## src/rtl/thresh_mon_cfg.svh

```systemverilog
// constants of the threshold monitor: offsets, fields, reset values, hysteresis
`ifndef THRESH_MON_CFG_SVH
`define THRESH_MON_CFG_SVH

`define CMD_CLEAR_FAULTS 8'h03
`define CMD_OVERTEMP_FAULT_LIMIT_LIM   8'h4f
`define CMD_OVERTEMP_WARNING_LIMIT_LIM  8'h51
`define CMD_PG_LIM       8'h5f
`define CMD_OP_WARN_LIM  8'h6b
`define CMD_STATUS_BYTE  8'h78
`define CMD_STATUS_WORD  8'h79
`define CMD_STATUS_OUT   8'h7a
`define CMD_STATUS_INPUT 8'h7c
`define CMD_STATUS_TEMP  8'h7d
`define CMD_STATUS_V2    8'hf2

`define RST_OVERTEMP_FAULT_LIMIT_LIM   8'h85
`define RST_OVERTEMP_WARNING_LIMIT_LIM  8'h7e
`define RST_PG_LIM       8'h8d
`define RST_OP_WARN_LIM  8'hff

`define SB_OFF      6
`define SB_TEMP     2
`define SB_UNK      0
`define SW_VOUT     7
`define SW_INPUT    5
`define SW_PGB      3
`define SW_UNK      0
`define SO_UV_WARN  5
`define ST_OTF      7
`define ST_OTW      6
`define SI_OPW      0
`define SV2_PGB     0

`define LOG_PTR_LAST 3'h6

`define PG_HYST_MV     250
`define VOUT_FS_MV     19420
`define VOUT_FS_CODE   255
`define PG_HYST_CODE   ((`PG_HYST_MV * `VOUT_FS_CODE + `VOUT_FS_MV - 1) / `VOUT_FS_MV)

`endif

```

## src/rtl/thresh_mon_pkg.sv

```systemverilog
// types shared by the threshold monitor and its bench
package thresh_mon_pkg;

  typedef enum logic [0:0] {
    PG_LOW  = 1'b0,
    PG_HIGH = 1'b1
  } pg_state_e;

  typedef enum logic [1:0] {
    EV_NONE       = 2'b00,
    EV_OVERTEMP_WARNING_LIMIT    = 2'b01,
    EV_OVERPOWER_WARNING_BIT = 2'b10
  } log_id_e;

  typedef struct packed {
    logic [7:0] vout;
    logic [7:0] temp;
    logic [7:0] pin;
  } telem_s;

  typedef struct packed {
    logic        valid;
    logic        write;
    logic [7:0]  code;
    logic [15:0] data;
  } cmd_s;

  typedef struct packed {
    logic pg_pin_en;
    logic fault_pin_en;
    logic alert_pin_en;
    logic mask_pgb;
    logic mask_temp;
    logic mask_input;
    logic temp_fault_mask;
  } cfg_s;

  typedef struct packed {
    logic [7:0]  status_byte;
    logic [7:0]  status_hi;
    logic [7:0]  status_out;
    logic [7:0]  status_input;
    logic [7:0]  status_temp;
    logic [7:0]  status_v2;
  } status_s;

  typedef struct packed {
    logic        wr;
    log_id_e     id;
    logic [2:0]  addr;
    logic [15:0] stamp;
  } log_s;

endpackage

```

## src/rtl/threshold_monitor_status.sv

```systemverilog
// threshold compare, status flags, pins and event log for four host limits
`include "thresh_mon_cfg.svh"

module threshold_monitor_status (
  input  wire logic                   I_CLK,
  input  wire logic                   I_RST_N,
  input  wire thresh_mon_pkg::cmd_s   I_CMD,
  input  wire thresh_mon_pkg::telem_s I_TELEM,
  input  wire thresh_mon_pkg::cfg_s   I_CFG,
  input  wire logic                   I_RUN,
  input  wire logic                   I_SWITCH_EN,
  input  wire logic                   I_OTHER_FAULT,
  input  wire logic                   I_LOG_AVAIL,
  output logic                        O_RD_VALID,
  output logic [15:0]                 O_RD_DATA,
  output thresh_mon_pkg::status_s     O_STATUS,
  output logic                        O_POWER_GOOD,
  output logic                        O_FAULT,
  output logic                        O_ALERT_N,
  output logic                        O_SWITCH_OFF,
  output thresh_mon_pkg::log_s        O_LOG,
  output logic [2:0]                  O_LOG_PTR
);

  typedef struct packed {
    thresh_mon_pkg::pg_state_e pg_st;
    logic [7:0]                lim_otf;
    logic [7:0]                lim_otw;
    logic [7:0]                lim_pg;
    logic [7:0]                lim_op;
    logic                      f_pgb;
    logic                      f_otw;
    logic                      f_otf;
    logic                      f_op;
    logic                      sw_off;
    logic                      otw_prev;
    logic                      op_prev;
    logic                      op_pend;
    logic [2:0]                log_ptr;
    logic [15:0]               stamp;
    thresh_mon_pkg::log_s      log;
    thresh_mon_pkg::status_s   status;
    logic                      pg_pin;
    logic                      fault_pin;
    logic                      alert_n;
    logic                      rd_valid;
    logic [15:0]               rd_data;
  } state_s;

  localparam logic [8:0] PG_HYST = 9'(`PG_HYST_CODE);

  state_s st_r;
  state_s st_nxt;

  logic       otw_c;
  logic       otf_c;
  logic       op_c;
  logic       pgl_c;
  logic       fault_c;
  logic       pgb_set;
  logic       clr;
  logic       ev_otw;
  logic       ev_op;
  logic       log_op;
  logic [8:0] pg_rise;

  // ----------------------------------------------------------------
  // comparisons
  // ----------------------------------------------------------------
  always_comb begin
    otw_c   = I_TELEM.temp > st_r.lim_otw;
    otf_c   = I_TELEM.temp > st_r.lim_otf;
    op_c    = I_TELEM.pin > st_r.lim_op;
    pgl_c   = I_TELEM.vout < st_r.lim_pg;
    // short-circuit is handled elsewhere and never enters here
    fault_c = otf_c | st_r.sw_off | I_OTHER_FAULT;
    pgb_set = (I_RUN & pgl_c) | fault_c;
    pg_rise = {1'b0, st_r.lim_pg} + PG_HYST;
    clr     = I_CMD.valid & I_CMD.write & (I_CMD.code == `CMD_CLEAR_FAULTS);
    ev_otw  = otw_c & ~st_r.otw_prev;
    ev_op   = op_c & ~st_r.op_prev;
    // an overpower event colliding with a temperature event waits a cycle
    log_op  = (ev_op | st_r.op_pend) & ~ev_otw;
  end

  // ----------------------------------------------------------------
  // next state
  // ----------------------------------------------------------------
  always_comb begin
    st_nxt = st_r;

    // host word writes; upper byte of each limit is read-only zero
    if (I_CMD.valid && I_CMD.write) begin
      unique case (I_CMD.code)
        `CMD_OVERTEMP_FAULT_LIMIT_LIM:  st_nxt.lim_otf = I_CMD.data[7:0];
        `CMD_OVERTEMP_WARNING_LIMIT_LIM: st_nxt.lim_otw = I_CMD.data[7:0];
        `CMD_PG_LIM:      st_nxt.lim_pg  = I_CMD.data[7:0];
        `CMD_OP_WARN_LIM: st_nxt.lim_op  = I_CMD.data[7:0];
        default: ;
      endcase
    end

    // host word reads, answered one cycle later; unknown codes read zero
    st_nxt.rd_valid = I_CMD.valid & ~I_CMD.write;
    st_nxt.rd_data  = 16'h0000;
    if (I_CMD.valid && !I_CMD.write) begin
      unique case (I_CMD.code)
        `CMD_OVERTEMP_FAULT_LIMIT_LIM:   st_nxt.rd_data = {8'h00, st_r.lim_otf};
        `CMD_OVERTEMP_WARNING_LIMIT_LIM:  st_nxt.rd_data = {8'h00, st_r.lim_otw};
        `CMD_PG_LIM:       st_nxt.rd_data = {8'h00, st_r.lim_pg};
        `CMD_OP_WARN_LIM:  st_nxt.rd_data = {8'h00, st_r.lim_op};
        `CMD_STATUS_BYTE:  st_nxt.rd_data = {8'h00, st_r.status.status_byte};
        `CMD_STATUS_WORD:  st_nxt.rd_data = {st_r.status.status_hi,
                                             st_r.status.status_byte};
        `CMD_STATUS_OUT:   st_nxt.rd_data = {8'h00, st_r.status.status_out};
        `CMD_STATUS_INPUT: st_nxt.rd_data = {8'h00, st_r.status.status_input};
        `CMD_STATUS_TEMP:  st_nxt.rd_data = {8'h00, st_r.status.status_temp};
        `CMD_STATUS_V2:    st_nxt.rd_data = {8'h00, st_r.status.status_v2};
        default:           st_nxt.rd_data = 16'h0000;
      endcase
    end

    // switch held off while the temperature stays above the fault limit
    st_nxt.sw_off = otf_c;

    // power-good state
    unique case (st_r.pg_st)
      thresh_mon_pkg::PG_HIGH: begin
        if (pgb_set) begin
          st_nxt.pg_st = thresh_mon_pkg::PG_LOW;
        end
      end
      thresh_mon_pkg::PG_LOW: begin
        if (!fault_c && I_SWITCH_EN && ({1'b0, I_TELEM.vout} > pg_rise)) begin
          st_nxt.pg_st = thresh_mon_pkg::PG_HIGH;
        end
      end
    endcase

    // sticky flags: a live condition always wins over clear-faults
    st_nxt.f_pgb = pgb_set | (st_r.f_pgb & ~clr);
    st_nxt.f_otw = otw_c | (st_r.f_otw & ~clr);
    st_nxt.f_op  = op_c | (st_r.f_op & ~clr);
    st_nxt.f_otf = otf_c | (st_r.f_otf & ~(clr & ~st_r.sw_off));

    // status registers follow the flags
    st_nxt.status = '0;
    st_nxt.status.status_byte[`SB_UNK]  = st_nxt.f_pgb | st_nxt.f_op
                                        | st_nxt.f_otf;
    st_nxt.status.status_byte[`SB_TEMP] = st_nxt.f_otw | st_nxt.f_otf;
    st_nxt.status.status_byte[`SB_OFF]  = st_nxt.f_otf;
    st_nxt.status.status_hi[`SW_PGB]    = st_nxt.f_pgb;
    st_nxt.status.status_hi[`SW_UNK]    = st_nxt.f_pgb | st_nxt.f_op;
    st_nxt.status.status_hi[`SW_INPUT]  = st_nxt.f_op;
    st_nxt.status.status_hi[`SW_VOUT]   = st_nxt.f_otf;
    st_nxt.status.status_out[`SO_UV_WARN] = st_nxt.f_otf;
    st_nxt.status.status_temp[`ST_OTW]  = st_nxt.f_otw;
    st_nxt.status.status_temp[`ST_OTF]  = st_nxt.f_otf;
    st_nxt.status.status_input[`SI_OPW] = st_nxt.f_op;
    st_nxt.status.status_v2[`SV2_PGB]   = st_nxt.f_pgb;

    // pins; an unconfigured pin rests inactive
    st_nxt.pg_pin    = I_CFG.pg_pin_en
                     & (st_nxt.pg_st == thresh_mon_pkg::PG_HIGH);
    st_nxt.fault_pin = I_CFG.fault_pin_en & I_CFG.temp_fault_mask
                     & st_nxt.f_otf;
    // mask bit high blocks its category from the alert line
    st_nxt.alert_n   = ~(I_CFG.alert_pin_en
                     & ((st_nxt.f_pgb & ~I_CFG.mask_pgb)
                      | ((st_nxt.f_otw | st_nxt.f_otf) & ~I_CFG.mask_temp)
                      | (st_nxt.f_op & ~I_CFG.mask_input)));

    // event log; an entry that finds no free slot is dropped, not retried
    st_nxt.stamp    = st_r.stamp + 16'h0001;
    st_nxt.otw_prev = otw_c;
    st_nxt.op_prev  = op_c;
    st_nxt.op_pend  = (ev_op | st_r.op_pend) & ev_otw;
    st_nxt.log.wr   = 1'b0;
    if ((ev_otw || log_op) && I_LOG_AVAIL) begin
      st_nxt.log.wr    = 1'b1;
      st_nxt.log.id    = ev_otw ? thresh_mon_pkg::EV_OVERTEMP_WARNING_LIMIT
                                : thresh_mon_pkg::EV_OVERPOWER_WARNING_BIT;
      st_nxt.log.addr  = st_r.log_ptr;
      st_nxt.log.stamp = st_r.stamp;
      st_nxt.log_ptr   = (st_r.log_ptr < `LOG_PTR_LAST)
                       ? st_r.log_ptr + 3'h1 : 3'h0;
    end
  end

  // ----------------------------------------------------------------
  // state register
  // ----------------------------------------------------------------
  always_ff @(posedge I_CLK) begin
    if (!I_RST_N) begin
      st_r          <= '0;
      st_r.pg_st    <= thresh_mon_pkg::PG_LOW;
      st_r.lim_otf  <= `RST_OVERTEMP_FAULT_LIMIT_LIM;
      st_r.lim_otw  <= `RST_OVERTEMP_WARNING_LIMIT_LIM;
      st_r.lim_pg   <= `RST_PG_LIM;
      st_r.lim_op   <= `RST_OP_WARN_LIM;
      st_r.log.id   <= thresh_mon_pkg::EV_NONE;
      st_r.alert_n  <= 1'b1;
    end else begin
      st_r <= st_nxt;
    end
  end

  assign O_RD_VALID   = st_r.rd_valid;
  assign O_RD_DATA    = st_r.rd_data;
  assign O_STATUS     = st_r.status;
  assign O_POWER_GOOD = st_r.pg_pin;
  assign O_FAULT      = st_r.fault_pin;
  assign O_ALERT_N    = st_r.alert_n;
  assign O_SWITCH_OFF = st_r.sw_off;
  assign O_LOG        = st_r.log;
  assign O_LOG_PTR    = st_r.log_ptr;

endmodule // threshold_monitor_status

```

## config.mk

```make
export PLATFORM = sky130hd
export DESIGN_NAME = threshold_monitor_status
export DESIGN_NICKNAME = d
export VERILOG_FILES = /design/src/rtl/thresh_mon_pkg.sv /design/src/rtl/threshold_monitor_status.sv
export VERILOG_INCLUDE_DIRS = /design/src /design/src/rtl
export SDC_FILE = /design/constraint.sdc
export NUM_CORES = 1
export LEC_CHECK = 0
export BUFFER_PORTS_ARGS = -buffer_cell sky130_fd_sc_hd__buf_2
export CAP_MARGIN = 40
export CORE_MARGIN = 10
export CORE_UTILIZATION = 48
export DETAILED_ROUTE_END_ITERATION = 10
export PLACE_DENSITY = 0.77
export SYNTH_ARGS = -nofsm -noshare
export SYNTH_HDL_FRONTEND = slang
export SYNTH_SLANG_ARGS = --single-unit
export TNS_END_PERCENT = 30
```

## constraint.sdc

```tcl
create_clock -name I_CLK -period 2 [get_ports I_CLK]
set_input_delay 0.1 -clock I_CLK [delete_from_list [all_inputs] [get_ports I_CLK]]
set_output_delay 0.1 -clock I_CLK [all_outputs]
set_load 0.005 [all_outputs]
```

==> run summary <==
The flow ran to the end, but the final reports show violations. The checks that failed: negative setup slack. The kind of capture point of the worst setup path is a flop. Global routing used around 17% of the available tracks across all layers.

The minimum clock period after layout came out at 2.17 ns. The final weighted congestion in routability-driven placement came out at just under 0.9. The floorplan step defined a core boundary enclosing between 10000 and 15000 um^2. The hold violation total from the final report is 0. The cell leakage power is around 3.1 nW. In the layout the commonest cells are 108 x buf_2, 105 x nand2_1, 93 x dfxtp_1. The library cell used most frequently in the layout, excluding fill and tap cells, is buf_2. The gate count of the mapped netlist is 659.

The routed wirelength normalized by instance count came out at approximately 17 um. The type of origin of the critical path is a flop. For the pin with the worst max-slew slack, the measured transition is around 0.65 ns. Input and output buffers added on the ports amount to 108. In the final layout, the share of cells above drive strength 1 is 27.7%. The max-capacitance violation count came out at 0. Setup repair after global routing could not meet its margin everywhere. The routed wire length came out at around 15 mm. The first global-routing pass estimated 23.6 mm of wire. The required arrival time at the worst endpoint came out at between 2 and 2.5 ns. The TritonCTS buffer count came out at 9. In this run the remaining antenna-violating nets after routing total 0. The post-route fraction of the period consumed by the critical path came out at 109%. The area used by sequential logic in the layout came out at ~2000 um^2. The number of nets in the final layout is about 860. The detailed-route via count came out at 4829. Before antenna repair, the detailed router went through 5 iterations. The count of boundary I/O pins came out at roughly 160. For this run, the leading register cell type out of synthesis is dfxtp_1. The total count of max-transition violations in the final report was 0. The upper clock frequency limit came out at 461 MHz. The area of the mapped netlist came out at around 5700 um^2. The critical path class is reg2reg. Traced cell by cell, the critical path runs through inv_2 -> ha_4 -> and3_4 -> a221o_1 -> a22oi_4 -> nor2_4 -> o21ai_4 -> buf_6 -> buf_12 -> mux2i_2. In this run, synthesis produced a sequential element count of 101. CTS placed an instance of clkbuf_16 at the clock tree root. TritonCTS built the clock tree.

The pin count of the biggest net entering global routing is between 40 and 50. Using the TritonRoute via totals, the vias-per-cell ratio works out to between 5 and 6. The async set-or-reset flop fraction in the synthesized netlist is 0%. The clock slew seen by the registers of the worst setup and hold paths came out at ~0.070 ns.

Summed over all layers, the global routing overflow is 0. The number of H-tree levels is 3. The minimum setup slack in the final design came out at -0.170 ns. The detailed router's first-iteration violation count came out at between 200 and 300.

The total power per unit cell area came out at about 640 nW/um^2. The type of the worst min-delay path is in2reg. The buffer levels on the longest clock path is 2. In the routed design, unresolved DRC markers number 0. On the critical path, the stage with the largest delay is an instance of a221o_1. The die area is 16700 um^2. The total half-perimeter wirelength after legalization and detailed placement is approximately 12 mm. The floorplan step set the die width to about 130 um. The number of sinks driven by the clock tree is 101. The total of warnings raised by yosys is 0.

The initial core utilization is just under 50%. Across the VDD grid, the largest voltage drop is around 0.00039 V. The via count of the first global-routing pass came out at ~4900. Final hold analysis gives a worst-case slack of 0.0301 ns. The number of antenna violations at the first check in global routing was 2. The area of the multi-input gates is 3020 um^2. The number of enable-type register cells in the synthesized netlist came out at 0.

The data arrival time of the critical path came out at roughly 2.4 ns. For the worst-skew pair, the clock arrives at the later sink with an insertion delay of 0.35 ns. The post-route cell area is 6660 um^2.

Once placement finished, the instance area stood at approximately 6100 um^2. Counting distinct cell types in the post-synthesis netlist gives between 60 and 70. The height of the chip is about 130 um. The area growth from synthesis to layout is 16.6%. The largest single stage delay on the critical path is approximately 0.38 ns. The worst slew margin relative to its limit came out at a little under three fifths. The final-report setup violation count came out at 23. The maximum fanout count along the critical path is 5.

The share of synthesized area occupied by flip-flops and latches came out at between 30 and 40%. The average cell area after synthesis came out at 8.66 um^2. After filler insertion, the fill cell instance count of the layout stands at 1033. In this run the core area contains 39 standard-cell rows.

The clock arrives with 0.0108 ns of skew.
-- routing by layer --
metal | up-vias | routed length, um | track usage (%) | share of wire [%]
met3 | 35 | 1350 | 5.34 | 8.9
li1 | 2345 | - | - | -
met5 | - | 7 | 0 | 0.046
met4 | 2 | 406 | 7.56 | 2.7
met2 | 212 | 7410 | 30.5 | 49
met1 | 2235 | 5990 | 19.2 | 39
-- per-stage QoR --
step / std cells / setup WS (ns) / util (%) / TNS, ns / power (mW)
after global routing: 900 / -0.273 / 57.7 / -5.53 / 4.43
after global placement: 872 / -0.0643 / 53.1 / -1.28 / 2.49
final: 903 / -0.170 / 57.8 / -3.37 / 4.28
after CTS: 899 / -0.153 / 57.0 / -3.06 / 4.29
after floorplan: 698 / -0.0338 / - / -0.550 / 2.40
after detailed placement: 872 / -0.157 / 53.1 / -3.06 / 2.50
-- worst paths after layout --
path | depth (start not counted) | to | start | slack [ns]
worst max-delay path | 10 | O_LOG[4] | st_r[135] | -0.17
worst min-delay path | 2 | O_LOG[20] | I_LOG_AVAIL | 0.03
worst max register to register | 10 | O_LOG[4] | st_r[135] | -0.17
worst min register to register | 2 | O_LOG[11] | O_LOG[11] | 0.45
-- power breakdown --
| part | internal [mW] | leakage, nW | switching (mW) |
|---|---|---|---|
| combinational | 0.191 | 2.15 | 0.247 |
| sequential | 2.04 | 0.818 | 0.0283 |
| clock | 0.993 | 0.150 | 0.785 |
| total | 3.22 | 3.12 | 1.06 |
-- sequential cells by signal (all words and copies together), names as in the netlist --
name          cells
O_LOG            22
O_RD_DATA        12
O_POWER_GOOD      1
O_RD_VALID        1
O_LOG_PTR         3
O_ALERT_N         1
O_SWITCH_OFF      1
st_r             52
O_STATUS          7
O_FAULT           1
-- kinds of logic (layout without fill, tap and decap cells) --
| kind of cell | count (synthesis) | count (layout) | share of synthesized area, % |
|---|---|---|---|
| buffers and inverters | 151 | 210 | 16.4 |
| other | 1 | 43 | 0.0657 |
| muxes | 22 | 22 | 3.88 |
| AOI/OAI and AO/OA | 106 | 106 | 13.3 |
| and+or+nand+nor | 219 | 219 | 19.2 |
| DFF | 101 | 101 | 35.4 |
| adders and majority gates | 41 | 41 | 8.99 |
| xor gates and xnor gates | 18 | 18 | 2.76 |
-- layout make-up --
| class | count | share of cell area, % |
|---|---|---|
| clock buffer | 10 | 3.44 |
| clock inverter | 6 | 1.15 |
| inverter | 39 | 2.20 |
| sequential | 101 | 30.5 |
| antenna | 3 | 0.113 |
| multi-input combinational | 446 | 45.4 |
| tap | 143 | 2.69 |
| timing repair buffer | 155 | 14.5 |
-- critical path: cells and delay by family (launching register included) --
kind | cells | cell delay, ns
AO/OA/AOI/OAI | 3 | 0.79
adder cells (fa/ha/maj) | 1 | 0.23
buffers and inverters | 3 | 0.33
flip-flops | 1 | 0.34
multiplexers | 1 | 0.19
AND/OR/NAND/NOR | 2 | 0.20
-- what timing repair did --
| item | 4_1_cts | 5_1_grt |
|---|---|---|
| setup endpoints to repair | 25 | 33 |
| hold buffers | 2 | 0 |
| cloned | 2 | 0 |
| resized for setup | 6 | 18 |
| pin swaps | 7 | 7 |
| buffers inserted | 7 | 1 |
| hold endpoints to repair | 1 | 0 |
-- synth_stat cells (2+ instances only) --
master | count | area [um^2]
a211oi_1 | 2 | 15.0
a21boi_0 | 4 | 30.0
a21o_1 | 5 | 37.5
a21oi_1 | 31 | 155
a221o_1 | 3 | 30.0
a221oi_1 | 4 | 35.0
a222oi_1 | 6 | 60.1
a22oi_1 | 3 | 22.5
a311oi_1 | 2 | 17.5
a31oi_1 | 3 | 18.8
and2_1 | 7 | 43.8
and3_1 | 13 | 81.3
and4_1 | 5 | 43.8
buf_2 | 6 | 30.0
buf_4 | 90 | 676
buf_8 | 2 | 30.0
clkbuf_1 | 13 | 48.8
dfxtp_1 | 101 | 2020
ha_1 | 41 | 513
inv_1 | 39 | 146
mux2i_1 | 21 | 210
nand2_1 | 105 | 394
nand2b_1 | 2 | 12.5
nand3_1 | 19 | 95.1
nand3b_1 | 5 | 37.5
nand4_1 | 10 | 62.6
nand4b_1 | 2 | 17.5
nor2_1 | 27 | 101
nor2b_1 | 5 | 31.3
nor3_1 | 3 | 15.0
nor3b_1 | 2 | 15.0
nor4_1 | 2 | 12.5
nor4_4 | 2 | 42.5
nor4bb_1 | 2 | 20.0
o211ai_1 | 22 | 165
o21ai_0 | 8 | 40.0
xnor2_1 | 9 | 78.8
xor2_1 | 9 | 78.8
No activity file was read; power rests on OpenSTA's default activity.
